$ cat src/hdl/slem_params.svh
// Purpose: Offsets, field positions, reset values for the link error monitor
// Assumes: Byte-wide register port with 12-bit byte addresses
// Notes: Definitions only
`ifndef SLEM_PARAMS_SVH
`define SLEM_PARAMS_SVH
`define SLEM_ADDR_W 12
`define SLEM_OFS_CTRL 12'h477
`define SLEM_OFS_ILAS_MF 12'h478
`define SLEM_OFS_ERR_THRES 12'h47C
`define SLEM_OFS_SYNC_MASK 12'h47D
`define SLEM_OFS_LANE0_CTRL 12'h480
`define SLEM_OFS_STATUS 12'h4F0
`define SLEM_OFS_CNT_BASE 12'h4F4
`define SLEM_BIT_AUTO_CLR 3
`define SLEM_RST_ILAS_MF 8'h01
`define SLEM_RST_ERR_THRES 8'hFF
`define SLEM_RST_SYNC_MASK 3'h7
`define SLEM_RST_ENA 3'h7
`define SLEM_RST_CLR 3'h7
`define SLEM_ENA_LSB 3
`endif

$ cat src/hdl/slem_pkg.sv
// Purpose: Types for the link error monitor
// Assumes: Three error kinds per lane
// Notes: Index 0 disparity, 1 not-in-table, 2 unexpected control
package slem_pkg;
  typedef struct packed {
    logic unexpected_control_char_error;
    logic not_in_table_error;
    logic bad_disparity_error;
  } slem_err_t;
  typedef struct packed {
    logic wr;
    logic [11:0] addr;
    logic [7:0] wdata;
  } slem_req_t;
endpackage

$ cat src/hdl/slem_monitor.sv
// Purpose: Per-lane 8b/10b error counting, threshold compare, sync request
// Assumes: Errors arrive as one-cycle pulses on sys_clk from the lane decoder
// Notes: Register port is byte wide, write applies in one cycle, read data registered
//
// Overview of operation
// - Auto-clear resets only the tripping counter
// - Multiframe count setting; valid 1, 2, 4
// - Count three error kinds, compare shared threshold
// - Threshold equal raises interrupt or sync per masks
// - Sync asserted when masked counter reached threshold
// - Sync mask bit2 disparity, bit0 unexpected control
// - Lane 0 enables: bit2 unexpected, bit0 disparity
// - Per lane clear field, bits 2,1,0
`timescale 1ns/1ns
`include "slem_params.svh"
module slem_monitor #(
  parameter int LANES = 4
) (
  // Clock and reset
  input wire logic sys_clk,
  input wire logic arst_n,
  // Register port
  input wire slem_pkg::slem_req_t reg_req,
  output logic [7:0] reg_rdata,
  // Lane decoder
  input wire logic lane_decoder_soft_reset,
  input wire slem_pkg::slem_err_t [LANES-1:0] lane_err,
  // Status outputs
  output logic [7:0] ilas_multiframe_count,
  output logic ilas_mf_valid,
  output logic sync_request_output,
  output logic irq_request
);
  import slem_pkg::*;

  // ----------------------------------------
  // Configuration registers
  // ----------------------------------------
  logic auto_clear_tripping_counter_q;
  logic [7:0] ilas_mf_q;
  logic [7:0] error_threshold_q;
  logic [2:0] sync_mask_q;
  logic [2:0] irq_mask_q;
  logic [LANES-1:0][2:0] ena_q;
  logic [LANES-1:0][2:0] clr_q;
  logic [LANES-1:0][2:0][7:0] cnt_q;
  logic [LANES-1:0][2:0] hit;
  logic [LANES-1:0][2:0] trip;

  // Lane control registers sit at consecutive offsets from lane 0
  function automatic logic is_lane_ctrl(input logic [11:0] a, input int l);
    return a == 12'(`SLEM_OFS_LANE0_CTRL + l);
  endfunction

  always_ff @(posedge sys_clk or negedge arst_n) begin
    if (!arst_n) begin
      auto_clear_tripping_counter_q <= 1'b0;
      ilas_mf_q <= `SLEM_RST_ILAS_MF;
      error_threshold_q <= `SLEM_RST_ERR_THRES;
      sync_mask_q <= `SLEM_RST_SYNC_MASK;
      irq_mask_q <= 3'h0;
    end else if (reg_req.wr) begin
      if (reg_req.addr == `SLEM_OFS_CTRL) begin
        auto_clear_tripping_counter_q <= reg_req.wdata[`SLEM_BIT_AUTO_CLR];
      end
      if (reg_req.addr == `SLEM_OFS_ILAS_MF) begin
        ilas_mf_q <= reg_req.wdata;
      end
      if (reg_req.addr == `SLEM_OFS_ERR_THRES) begin
        error_threshold_q <= reg_req.wdata;
      end
      if (reg_req.addr == `SLEM_OFS_SYNC_MASK) begin
        sync_mask_q <= reg_req.wdata[2:0];
        irq_mask_q <= reg_req.wdata[6:4];
      end
    end
  end

  assign ilas_multiframe_count = ilas_mf_q;
  // Only 1, 2 and 4 are valid multiframe counts
  assign ilas_mf_valid = (ilas_mf_q == 8'h01) || (ilas_mf_q == 8'h02)
                         || (ilas_mf_q == 8'h04);

  // ----------------------------------------
  // Per lane counters
  // ----------------------------------------
  genvar gl, gk;
  generate
    for (gl = 0; gl < LANES; gl++) begin : g_lane
      always_ff @(posedge sys_clk or negedge arst_n) begin
        if (!arst_n) begin
          ena_q[gl] <= `SLEM_RST_ENA;
          clr_q[gl] <= `SLEM_RST_CLR;
        end else if (reg_req.wr && is_lane_ctrl(reg_req.addr, gl)) begin
          ena_q[gl] <= reg_req.wdata[`SLEM_ENA_LSB+:3];
          clr_q[gl] <= reg_req.wdata[2:0];
        end
      end
      for (gk = 0; gk < 3; gk++) begin : g_kind
        // Sync mask bit order is reversed against enables and counters
        assign hit[gl][gk] = cnt_q[gl][gk] == error_threshold_q;
        assign trip[gl][gk] = hit[gl][gk] && sync_mask_q[2-gk];
        always_ff @(posedge sys_clk or negedge arst_n) begin
          if (!arst_n) begin
            cnt_q[gl][gk] <= 8'h00;
          end else if (clr_q[gl][gk]) begin
            cnt_q[gl][gk] <= 8'h00;
          end else if (auto_clear_tripping_counter_q && trip[gl][gk]) begin
            cnt_q[gl][gk] <= 8'h00;
          end else if (ena_q[gl][gk] && lane_err[gl][gk] && !hit[gl][gk]
                       && !lane_decoder_soft_reset) begin
            cnt_q[gl][gk] <= cnt_q[gl][gk] + 8'h01;
          end
        end
      end
    end
  endgenerate

  // ----------------------------------------
  // Sync and interrupt requests
  // ----------------------------------------
  // Interrupt masks follow the same reversed order as the sync masks
  always_comb begin
    sync_request_output = 1'b0;
    irq_request = 1'b0;
    for (int l = 0; l < LANES; l++) begin
      for (int k = 0; k < 3; k++) begin
        sync_request_output |= trip[l][k];
        irq_request |= hit[l][k] && irq_mask_q[2-k];
      end
    end
  end

  // ----------------------------------------
  // Read port
  // ----------------------------------------
  // Counters read back at base plus four per lane plus kind
  logic [7:0] rd_d;
  always_comb begin
    rd_d = 8'h00;
    case (reg_req.addr)
      `SLEM_OFS_CTRL: rd_d = {4'h0, auto_clear_tripping_counter_q, 3'h0};
      `SLEM_OFS_ILAS_MF: rd_d = ilas_mf_q;
      `SLEM_OFS_ERR_THRES: rd_d = error_threshold_q;
      `SLEM_OFS_SYNC_MASK: rd_d = {1'b0, irq_mask_q, 1'b0, sync_mask_q};
      `SLEM_OFS_STATUS: rd_d = {5'h00, ilas_mf_valid, irq_request, sync_request_output};
      default: rd_d = 8'h00;
    endcase
    for (int l = 0; l < LANES; l++) begin
      if (is_lane_ctrl(reg_req.addr, l)) begin
        rd_d = {2'h0, ena_q[l], clr_q[l]};
      end
      for (int k = 0; k < 3; k++) begin
        if (reg_req.addr == 12'(`SLEM_OFS_CNT_BASE + 4 * l + k)) begin
          rd_d = cnt_q[l][k];
        end
      end
    end
  end

  always_ff @(posedge sys_clk or negedge arst_n) begin
    if (!arst_n) begin
      reg_rdata <= 8'h00;
    end else begin
      reg_rdata <= rd_d;
    end
  end

  // ----------------------------------------
  // Checks
  // ----------------------------------------
  sync_on_trip_a: assert property (@(posedge sys_clk) disable iff (!arst_n)
    (cnt_q[0][0] == error_threshold_q && sync_mask_q[2]) |-> sync_request_output)
    else $error("sync not raised on lane 0 disparity trip");
  sync_nit_a: assert property (@(posedge sys_clk) disable iff (!arst_n)
    (cnt_q[0][1] == error_threshold_q && sync_mask_q[1]) |-> sync_request_output)
    else $error("sync not raised on lane 0 not-in-table trip");
  auto_clear_a: assert property (@(posedge sys_clk) disable iff (!arst_n)
    (auto_clear_tripping_counter_q && trip[0][1] && !clr_q[0][1]) |=> cnt_q[0][1] == 8'h00)
    else $error("tripping counter not auto cleared");
  other_kept_a: assert property (@(posedge sys_clk) disable iff (!arst_n)
    (trip[0][1] && !trip[0][0] && !clr_q[0][0] && !lane_err[0][0] && !reg_req.wr)
    |=> $stable(cnt_q[0][0]))
    else $error("other counter disturbed");
  mask_order_a: assert property (@(posedge sys_clk) disable iff (!arst_n)
    (hit[0][2] && !sync_mask_q[0]) |-> !trip[0][2])
    else $error("unexpected control trip ignores mask bit 0");
  disabled_hold_a: assert property (@(posedge sys_clk) disable iff (!arst_n)
    (!ena_q[0][0] && !clr_q[0][0] && !trip[0][0]) |=> $stable(cnt_q[0][0]))
    else $error("disabled counter changed");
  count_step_a: assert property (@(posedge sys_clk) disable iff (!arst_n)
    (ena_q[0][1] && lane_err[0][1] && !hit[0][1] && !clr_q[0][1]
     && !lane_decoder_soft_reset) |=> cnt_q[0][1] == $past(cnt_q[0][1]) + 8'h01)
    else $error("error not counted");
  clear_field_a: assert property (@(posedge sys_clk) disable iff (!arst_n)
    clr_q[0][2] |=> cnt_q[0][2] == 8'h00)
    else $error("clear field did not zero counter");
  irq_gate_a: assert property (@(posedge sys_clk) disable iff (!arst_n)
    (hit[0][1] && irq_mask_q[1]) |-> irq_request)
    else $error("interrupt not raised");
  mf_valid_a: assert property (@(posedge sys_clk) disable iff (!arst_n)
    (ilas_mf_q == 8'h03) |-> !ilas_mf_valid)
    else $error("invalid multiframe count accepted");

  // ----------------------------------------
  // Checks on saturation, soft reset, masks and multiframe count
  // ----------------------------------------
  saturate_a: assert property (@(posedge sys_clk) disable iff (!arst_n)
    (hit[0][2] && !clr_q[0][2] && !(auto_clear_tripping_counter_q && trip[0][2]))
    |=> $stable(cnt_q[0][2]))
    else $error("counter moved past the threshold");
  soft_hold_a: assert property (@(posedge sys_clk) disable iff (!arst_n)
    (lane_decoder_soft_reset && !clr_q[0][1]
     && !(auto_clear_tripping_counter_q && trip[0][1])) |=> $stable(cnt_q[0][1]))
    else $error("counter moved while decoder held in soft reset");
  irq_off_a: assert property (@(posedge sys_clk) disable iff (!arst_n)
    (irq_mask_q == 3'h0) |-> !irq_request)
    else $error("interrupt raised with all masks clear");
  mf_four_a: assert property (@(posedge sys_clk) disable iff (!arst_n)
    (ilas_mf_q == 8'h04) |-> ilas_mf_valid)
    else $error("valid multiframe count rejected");
endmodule

$ cat config.mk
export PLATFORM = sky130hd
export DESIGN_NAME = slem_monitor
export DESIGN_NICKNAME = d
export VERILOG_FILES = /design/src/hdl/slem_pkg.sv /design/src/hdl/slem_monitor.sv
export VERILOG_INCLUDE_DIRS = /design/src /design/src/hdl
export SDC_FILE = /design/constraint.sdc
export NUM_CORES = 1
export LEC_CHECK = 0
export ABC_AREA = 1
export CORE_ASPECT_RATIO = 2
export CORE_MARGIN = 3
export CORE_UTILIZATION = 60
export DETAILED_ROUTE_END_ITERATION = 12
export DONT_BUFFER_PORTS = 1
export PLACE_DENSITY_LB_ADDON = 0.15
export REMOVE_ABC_BUFFERS = 1
export SYNTH_ARGS = -nofsm -noshare
export SYNTH_HDL_FRONTEND = slang
export SYNTH_SLANG_ARGS = --single-unit
$ cat constraint.sdc
create_clock -name sys_clk -period 3.54 [get_ports sys_clk]
set_input_delay 0.708 -clock sys_clk [delete_from_list [all_inputs] [get_ports sys_clk]]
set_output_delay 0.708 -clock sys_clk [all_outputs]
set_load 0.02 [all_outputs]
==> results.yml, run 1 <==
run_status:
  outcome: "completed"
cts:
  htreeDepth: 4
  worst_skew_pair.late_latency_ps: 450
  clock_sinks: 151
  cts_root_buf: "clkbuf_16"
  cts.path.max_buffers: 2
  cts_tree: "built"
  postCtsSetupBuffers: 0
  clk_pin_slew_ps: 70
  cts-buffers-inserted: 17
sta:
  slew_viol_final: 0
  timing.hold.ws_ps: 98.50
  tightestPinTransition_ps: 816.5
  finalHoldViolCount: 0
  clock.fmax_ghz: 0.2903
  rsz0062_at_grt: "no"
  setup_viol: 0
  min_period_ps: 3445
  max_slew_margin_pct: 45.15
  min_period_over_period_pct: 97.32
  fin_worst_skew_ps: 11.17
  setup_tns_ps: 0
placed_design:
  io_buffers: 0
  dpl.cell_count: 1690
  dpl.hpwl_um: 29350
  gp_congestion: 1.096
  placed_cell_area_um2: 10290
synthesis:
  ys.flop_type: "dfrtp_1"
  avgSynthCellArea_um2: 6.724
  syn_inst: 1503
  ys_warn_count: 0
  synth-edff-count: 0
  synth.distinct_cells: 44
  syn_area_um2: 10110
  ys_ff_latch: 151
  synthArstFlopShare_pct: 100.0
  synth-seq-area-share_pct: 37.84
critical_path:
  cp.depth: 10
  critPathKind: "reg -> out"
  critical_path.top_delay_family: "simple AND/OR/NAND/NOR gates"
  worstSetupStartpointType: "flip-flop"
  crit_required_ps: 2830
  r2r_cells: 24
  cp_cell_sequence: "inv_2, nand2_1, nand2_1, nor2_1, nand2_1, nor2_1, inv_1, nand3_1, a21oi_1, nand2_1"
  crit_path_frequent_cell: "nand2_1"
  critPathBufInv: 2
  r2r_slack_ps: 410
  arrival_ps: 2740
  worstPathMaxFanout: 15
  cp-end-kind: "output port"
  cp_slowest_stage_delay_ps: 770
  crit_slowest_cell: "dfstp_4"
global_route:
  gr-total-overflow: 0
  grt_pass1_vias: 10970
  grt_start_max_net_pins: 116
  grt_use_total_pct: 43.46
  antenna_found_initial: 1
  grt_pass1_wl_um: 60710
layout:
  final_common_cell: "nand2_1"
  post-route-cell-area_um2: 10940
  final_cells: 1724
  drive_above_1_share_pct: 9.019
  area_delta_synth_final_pct: 8.233
  nNetsFinal: 1554
  final_cell_mix: "480 x nand2_1, 191 x inv_1, 142 x nor2_1"
power:
  powerDensity_nw_per_um2: 378.1
  p_leak_nw: 5.066
  ir_drop_mv: 0.3500
  p_total_mw: 4.135
drt:
  drt_first_pass_iters: 8
  vias: 10890
  drcViolationCount: 0
  drtIter0Drc: 1032
  postRouteAntennaNets: 0
  wl_per_cell_um: 22.99
  wirelength_um: 39630
  vias_per_cell: 6.317
hold_path:
  hold_class: "in -> async"
die:
  coreArea_um2: 16430
  io_pins: 55
  die_w_um: 97.77
  die_height_um: 189.5
  dieArea_um2: 18530
  initial_core_util_pct: 61.50
  rows: 66
job:
  drv_cap: 0
[cell usage after synthesis, drive strengths merged (4+ instances only)]
cell type	instances	area, um^2
nand2	491	1871
inv	207	777.0
nor2	159	664.4
dfrtp	115	2878
o21ai	104	520.5
a21oi	83	415.4
nand3	68	370.4
nor3	61	310.3
nand4	43	269.0
dfstp	36	945.9
xor2	24	210.2
buf	21	130.1
nor4	17	131.4
ha	12	150.1
a221oi	9	78.83
clkbuf	8	30.03
o2111ai	8	70.07
nor3b	7	52.55
o21a	7	52.55
a211oi	4	30.03
o22ai	4	25.02
[stage by stage]
step,util [%],setup WS [ps]
6_report,66.56,94.75
5_1_grt,66.56,42.40
4_1_cts,66.52,79.94
3_5_place_dp,62.62,477.9
3_3_place_gp,62.62,524.7
2_1_floorplan,-,1191
[kinds of logic (layout without fill, tap and decap cells)]
logic type	count (synthesis)	in the layout	share of synthesized area, %
AO/OA/AOI/OAI	229	229	12.58
XOR/XNOR	24	24	2.080
adder cells (fa/ha/maj)	12	12	1.486
buffers and inverters	236	252	9.273
flip-flops	151	151	37.84
other	0	1	0
AND/OR/NAND/NOR	851	851	36.75
[where the power goes]
group          internal, mW  switching, mW
Clock                  1.09          0.840
Combinational         0.101          0.240
Sequential             1.78         0.0791
[state kept, by name (all words and copies together) (netlist names)]
signal and cells:
auto_clear_tripping_counter_q 1, clr_q 12, cnt_q 96, ena_q 12, error_threshold_q 8, ilas_multiframe_count 8
irq_mask_q 3, reg_rdata 8, sync_mask_q 3
[area by class of cell]
| cell class | count | area, um^2 |
|---|---|---|
| fillers | 1480 | 5495 |
| well taps | 204 | 255.2 |
| clock inverters | 12 | 123.9 |
| repair buffers | 13 | 117.6 |
| multi-input cells | 1116 | 5345 |
| inverters | 207 | 777.0 |
| diodes | 1 | 2.502 |
| clock buffers | 20 | 489.2 |
| flip-flops and latches | 151 | 3827 |
[routing by layer]
layer	global-route usage (%)	vias up	routed length, um
met2	72.00	701	18920
met1	44.80	5029	12880
met4	40.91	0	4580
met3	9.358	271	3246
li1	-	4890	-
met5	0	-	0
[what timing repair did]
item                                    CTS  global route
resized for setup                         0             1
hold buffers                              1             0
endpoints found under the setup margin    0             2
hold endpoints to repair                115             0
[worst paths after layout]
kind	start	to
min in group sys_clk	reg_req[3]	auto_clear_tripping_counter_q
hold / removal	arst_n	clr_q[3]
hold reg to reg	clr_q[0]	clr_q[0]
setup / recovery	error_threshold_q[2]	sync_request_output
setup reg to reg	error_threshold_q[2]	reg_rdata[1]
max in group asynchronous	arst_n	irq_mask_q[1]
Power figures use the tool's default switching activity.
==> run 2: changes to the inputs <==
--- a/config.mk
+++ b/config.mk
@@ -12,8 +12,11 @@
 export CORE_UTILIZATION = 60
 export DETAILED_ROUTE_END_ITERATION = 12
 export DONT_BUFFER_PORTS = 1
+export HOLD_SLACK_MARGIN = 0.06
 export PLACE_DENSITY_LB_ADDON = 0.15
+export RECOVER_POWER = 100
 export REMOVE_ABC_BUFFERS = 1
+export SKIP_CTS_REPAIR_TIMING = 1
 export SYNTH_ARGS = -nofsm -noshare
 export SYNTH_HDL_FRONTEND = slang
 export SYNTH_SLANG_ARGS = --single-unit
==> run 2 against run 1 <==
  * The run now ends with max-capacitance violations, max-slew violations left
  * Critical path depth is the same
  * Via count fell by 0.72%
  * Clock power about the same
  * Clock skew down 2.0 ps
  * Core utilization decreased by 0.86 points
  * First-iteration DRC count decreased by 4.4%
  * Total power down 0.47%
  * Setup slack got worse by 14 ps
  * Non-clock buffer count is the same
  * Register-to-register slack got worse by 120 ps
  * Count of clock-buffer cells in the layout did not move
  * Critical path type unchanged
  * Highest routed layer unchanged
==> results.yml, run 2 (synthesized netlist as in run 1, its figures left out) <==
run_status:
  outcome: "finished, violations left"
  violations: "max-capacitance violations, max-slew violations"
job:
  drv_cap: 1
cts:
  cts.path.max_buffers: 2
  cts-buffers-inserted: 17
  clock_sinks: 151
  worst_skew_pair.late_latency_ps: 440
  cts_tree: "built"
  clk_pin_slew_ps: 70
  htreeDepth: 4
  cts_root_buf: "clkbuf_16"
drt:
  drtIter0Drc: 987
  vias_per_cell: 6.272
  drt_first_pass_iters: 5
  wirelength_um: 39380
  postRouteAntennaNets: 0
  drcViolationCount: 0
  wl_per_cell_um: 22.84
  vias: 10810
critical_path:
  worstSetupStartpointType: "flip-flop"
  r2r_cells: 12
  r2r_slack_ps: 290
  r2r-start: "error_threshold_q[5]"
  cp-end-kind: "output port"
  critPathKind: "reg -> out"
  worstPathMaxFanout: 15
  rr_endpoint: "cnt_q[79]"
  crit_required_ps: 2830
  arrival_ps: 2750
sta:
  slew_viol_final: 116
  setup_tns_ps: 0
  setup_viol: 0
  finalHoldViolCount: 0
  min_period_over_period_pct: 97.71
  min_period_ps: 3459
  rsz0062_at_grt: "no"
  clock.fmax_ghz: 0.2891
  max_slew_margin_pct: -104.1
  fin_worst_skew_ps: 9.199
  tightestPinTransition_ps: 3061
die:
  rows: 66
  initial_core_util_pct: 61.50
  die_height_um: 189.5
  dieArea_um2: 18530
  die_w_um: 97.77
  coreArea_um2: 16430
  io_pins: 55
layout:
  regMostFlops: "cnt_q"
  drive_above_1_share_pct: 6.583
  area_delta_synth_final_pct: 6.834
  num-fill-cells: 1503
  fin_util_pct: 65.70
  final_cell_mix: "487 x nand2_1, 197 x inv_1, 154 x nor2_1"
  final_common_cell: "nand2_1"
  largest_registers: "cnt_q: 96 flops, clr_q: 12 flops, ena_q: 12 flops"
  final_cells: 1724
  largest_register_ffs: 96
  nNetsFinal: 1554
  post-route-cell-area_um2: 10800
hold_path:
  hold_class: "in -> async"
global_route:
  antenna_found_initial: 1
  grtUsageMet3_pct: 8.514
  grt_pass1_wl_um: 60630
  gr-total-overflow: 0
  grt.busiest_layer: "met2"
  grt_start_max_net_pins: 152
  use_met1_pct: 45.30
  grt_pass1_vias: 10910
  use_met2_pct: 72.13
  grt_use_total_pct: 43.36
placed_design:
  gp_congestion: 1.096
  placed_cell_area_um2: 10290
  dpl.cell_count: 1690
  dpl.hpwl_um: 29350
  io_buffers: 0
power:
  powerDensity_nw_per_um2: 381.2
  p_leak_nw: 5.052
  ir_drop_mv: 0.3508
## run 2: changes by cell type in the layout (fill, tap and decap cells not counted), sizes merged
cell,change
buf,-2
clkbuf,+2
## run 2: power by group
part / internal [mW] / leakage, nW / switching, mW
Clock: 1.09 / 0.301 / 0.829
Sequential: 1.78 / 1.81 / 0.0781
Combinational: 0.0970 / 2.94 / 0.236
Total: 2.97 / 5.05 / 1.14
## run 2: layer usage
metal,vias to the layer above,routed length [um]
met5,-,0
met4,0,4604
met3,273,3193
met2,658,18800
met1,4990,12780
li1,4892,-
## run 2: worst max-delay path by stage
stage                               end                 start  slack, ps
floorplan                  reg_rdata[1]           reg_req[17]       1190
global placement           reg_rdata[0]  error_threshold_q[2]        520
detailed placement         reg_rdata[0]  error_threshold_q[2]        480
CTS                 sync_request_output  error_threshold_q[2]         80
global route        sync_request_output  error_threshold_q[2]         60
finish              sync_request_output  error_threshold_q[2]         80
## run 2: layout make-up
type	instances	area, um^2	share of cell area, %
inverters	207	777.0	7.197
repair buffers	13	91.34	0.8460
well taps	204	255.2	2.364
flip-flops and latches	151	3827	35.45
clock inverters	12	123.9	1.147
diodes	1	2.502	0.02318
clock buffers	20	489.2	4.531
multi-input cells	1116	5230	48.44
## run 2: per-stage QoR
step	total power [mW]	hold slack [ps]	setup WS, ps
2_1_floorplan	2.082	412.4	1191
3_5_place_dp	2.189	415.9	477.9
5_1_grt	4.230	93.20	59.37
3_3_place_gp	2.182	415.4	524.7
4_1_cts	4.079	-44.90	79.94
6_report	4.116	99.65	80.95
## run 2: worst max-delay path, stage by stage (launching register included)
cell,delay (ps)
dfstp_4,770
inv_2,200
nand2_1,100
nand2_1,50
nor2_1,90
nand2_1,60
nor2_1,400
inv_1,170
nand3_1,100
a21oi_1,70
nand2_1,270
==> run 3: changes to the inputs <==
--- a/config.mk
+++ b/config.mk
@@ -6,7 +6,7 @@
 export SDC_FILE = /design/constraint.sdc
 export NUM_CORES = 1
 export LEC_CHECK = 0
-export ABC_AREA = 1
+export ABC_AREA = 0
 export CORE_ASPECT_RATIO = 2
 export CORE_MARGIN = 3
 export CORE_UTILIZATION = 60
@@ -16,7 +16,6 @@
 export PLACE_DENSITY_LB_ADDON = 0.15
 export RECOVER_POWER = 100
 export REMOVE_ABC_BUFFERS = 1
-export SKIP_CTS_REPAIR_TIMING = 1
 export SYNTH_ARGS = -nofsm -noshare
 export SYNTH_HDL_FRONTEND = slang
 export SYNTH_SLANG_ARGS = --single-unit
==> constraint.sdc (replaced) <==
create_clock -name sys_clk -period 3.7 [get_ports sys_clk]
set_input_delay 0.74 -clock sys_clk [delete_from_list [all_inputs] [get_ports sys_clk]]
set_output_delay 0.74 -clock sys_clk [all_outputs]
set_load 0.02 [all_outputs]
==> run 3 against run 2 <==
  * The flow still finishes with violations (max-capacitance violations, max-slew violations)
  * Non-clock buffer count increased by 12
  * Synthesized cell count decreased by 32%
  * Final cell count decreased by 29%
  * Global-route usage decreased by 3.9 points
  * First-iteration DRC count decreased by 36%
  * Total power decreased by 14%
  * Hold slack improved by 49 ps
  * Critical path depth decreased by 2
  * Setup slack improved by 71 ps
  * Clock power decreased by 9%
  * Flip-flop and latch count unchanged
==> results.yml, run 3 <==
synthesis:
  yosys.area.top_type: "dfrtp_1"
  synth-seq-area-share_pct: 39.43
  synth_area_leaders: "dfrtp_1 30%, xor2_1 13%, dfstp_2 9.8%"
  yosysMostFrequentCell: "xor2_1"
  synthArstFlopShare_pct: 100.0
  synth.distinct_cells: 69
  ys_ff_latch: 151
  syn_area_um2: 9698
  syn_inst: 1025
  avgSynthCellArea_um2: 9.462
  synth-edff-count: 0
  synth_common_cells: "142 x xor2_1, 115 x dfrtp_1, 106 x nor2_1, 91 x nand2_1, 54 x mux2_2"
  synth_top_area_share_pct: 29.67
  ys.flop_type: "dfrtp_1"
  ys_warn_count: 0
critical_path:
  worstPathMaxFanout: 12
  crit_required_ps: 2960
  worstSetupStartpointType: "flip-flop"
  arrival_ps: 2810
  cp-end-kind: "output port"
  critPathKind: "reg -> out"
layout:
  largest_register_ffs: 96
  largest_registers: "cnt_q: 96 flops, clr_q: 12 flops, ena_q: 12 flops"
  nNetsFinal: 1063
  final_common_cell: "xor2_1"
  regArea_um2: 3839
  drive_above_1_share_pct: 14.59
  area_delta_synth_final_pct: 7.470
  final_cell_mix: "142 x xor2_1, 115 x dfrtp_1, 106 x nor2_1"
  num-fill-cells: 1334
  multiInputGateArea_um2: 5548
  regMostFlops: "cnt_q"
  fin_util_pct: 66.06
  post-route-cell-area_um2: 10420
placed_design:
  placed_cell_area_um2: 9872
  gp_congestion: 1.032
  dpl.hpwl_um: 24510
  io_buffers: 0
drt:
  drcViolationCount: 0
  vias: 8454
  drt_first_pass_iters: 6
  wirelength_um: 33620
  vias_per_cell: 6.873
  postRouteAntennaNets: 0
  wl_per_cell_um: 27.34
  drtIter0Drc: 629
power:
  ir_drop_mv: 0.2617
  p_total_mw: 3.546
  p_leak_nw: 5.080
  powerDensity_nw_per_um2: 340.2
global_route:
  antenna_found_initial: 1
  grt_use_total_pct: 39.41
  grt_start_max_net_pins: 116
  grt_pass1_vias: 8569
  gr-total-overflow: 0
  grt_pass1_wl_um: 50870
job:
  drv_cap: 1
cts:
  cts_tree: "built"
  cts-buffers-inserted: 17
  clock_sinks: 151
  cts.path.max_buffers: 2
  cts_root_buf: "clkbuf_16"
  clk_pin_slew_ps: 60
  htreeDepth: 4
  worst_skew_pair.late_latency_ps: 440
  postCtsSetupBuffers: 0
die:
  die_height_um: 185.8
  io_pins: 55
  dieArea_um2: 17820
  initial_core_util_pct: 61.47
  coreArea_um2: 15780
  die_w_um: 95.90
  rows: 65
sta:
  setup_tns_ps: 0
  clock.fmax_ghz: 0.2819
  fin_worst_skew_ps: 10.60
  min_period_ps: 3548
  setup_viol: 0
  min_period_over_period_pct: 95.88
  max_slew_margin_pct: -94.01
  finalHoldViolCount: 0
  tightestPinTransition_ps: 2910
  rsz0062_at_grt: "no"
  slew_viol_final: 116
run_status:
  outcome: "finished, violations left"
  violations: "max-capacitance violations, max-slew violations"
hold_path:
  hold_class: "in -> async"
[run 3: cell families (layout without fill, tap and decap cells)]
| kind of cell | count (synthesis) | count (layout) | synth area share (%) |
|---|---|---|---|
| multiplexers | 69 | 69 | 7.818 |
| XOR/XNOR | 162 | 162 | 14.63 |
| other | 0 | 1 | 0 |
| AND/OR/NAND/NOR | 384 | 384 | 20.36 |
| buffers and inverters | 62 | 65 | 2.967 |
| AO/OA/AOI/OAI | 185 | 185 | 13.25 |
| flip-flops | 151 | 151 | 39.43 |
| adder cells (fa/ha/maj) | 12 | 12 | 1.548 |
[run 3: report_power, final]
| part | switching [mW] | internal [mW] |
|---|---|---|
| Clock | 0.718 | 1.03 |
| Sequential | 0.0147 | 1.66 |
| Combinational | 0.0884 | 0.0361 |
| Total | 0.821 | 2.73 |
[run 3: worst paths after layout]
kind                       cells past startpoint  slack [ps]                  from                   to
min reg2reg                                    2         610             cnt_q[47]            cnt_q[47]
min                                            0         150                arst_n       sync_mask_q[1]
max                                            8         150  error_threshold_q[4]  sync_request_output
min in group sys_clk                           1         450            reg_req[2]             clr_q[2]
max reg2reg                                    7         690  error_threshold_q[2]             cnt_q[5]
max in group asynchronous                      1         720                arst_n             cnt_q[5]
[run 3: through the flow]
stage / std cells / hold WS [ps] / setup slack (ps)
after floorplan: 971 / 444.4 / 469.8
after CTS: 1229 / 135.6 / 95.83
after detailed placement: 1196 / 448.9 / 445.4
after global placement: 1196 / 447.4 / 441.6
final: 1230 / 148.8 / 152.3
after global routing: 1230 / 131.6 / 50.14
[run 3: area by class of cell]
class | count | area share [%]
flip-flops and latches | 151 | 36.83
multi-input cells | 812 | 53.23
diodes | 1 | 0.02401
repair buffers | 25 | 1.597
well taps | 201 | 2.413
inverters | 8 | 0.2881
clock inverters | 11 | 1.200
clock buffers | 21 | 4.418
[run 3: repair_timing]
item,CTS,global route
hold endpoints to repair,115,0
resized for setup,0,5
hold buffers,1,0
endpoints found under the setup margin,0,1
[run 3: per-layer routing]
metal / routed length, um / GRT usage [%] / up-vias
met5: 0 / 0 / -
met4: 3293 / 33.35 / 0
met3: 2422 / 9.790 / 190
met2: 16420 / 64.03 / 448
met1: 11490 / 41.72 / 4119
li1: - / - / 3697
[run 3: critical path, cell delays in order, from the launching register on]
cell and delay, ps:
dfstp_2 860, buf_4 240, xor2_1 190, nor4_2 80, nand2_1 160, nand4_1 180
a222oi_1 380, buf_4 190, inv_1 100
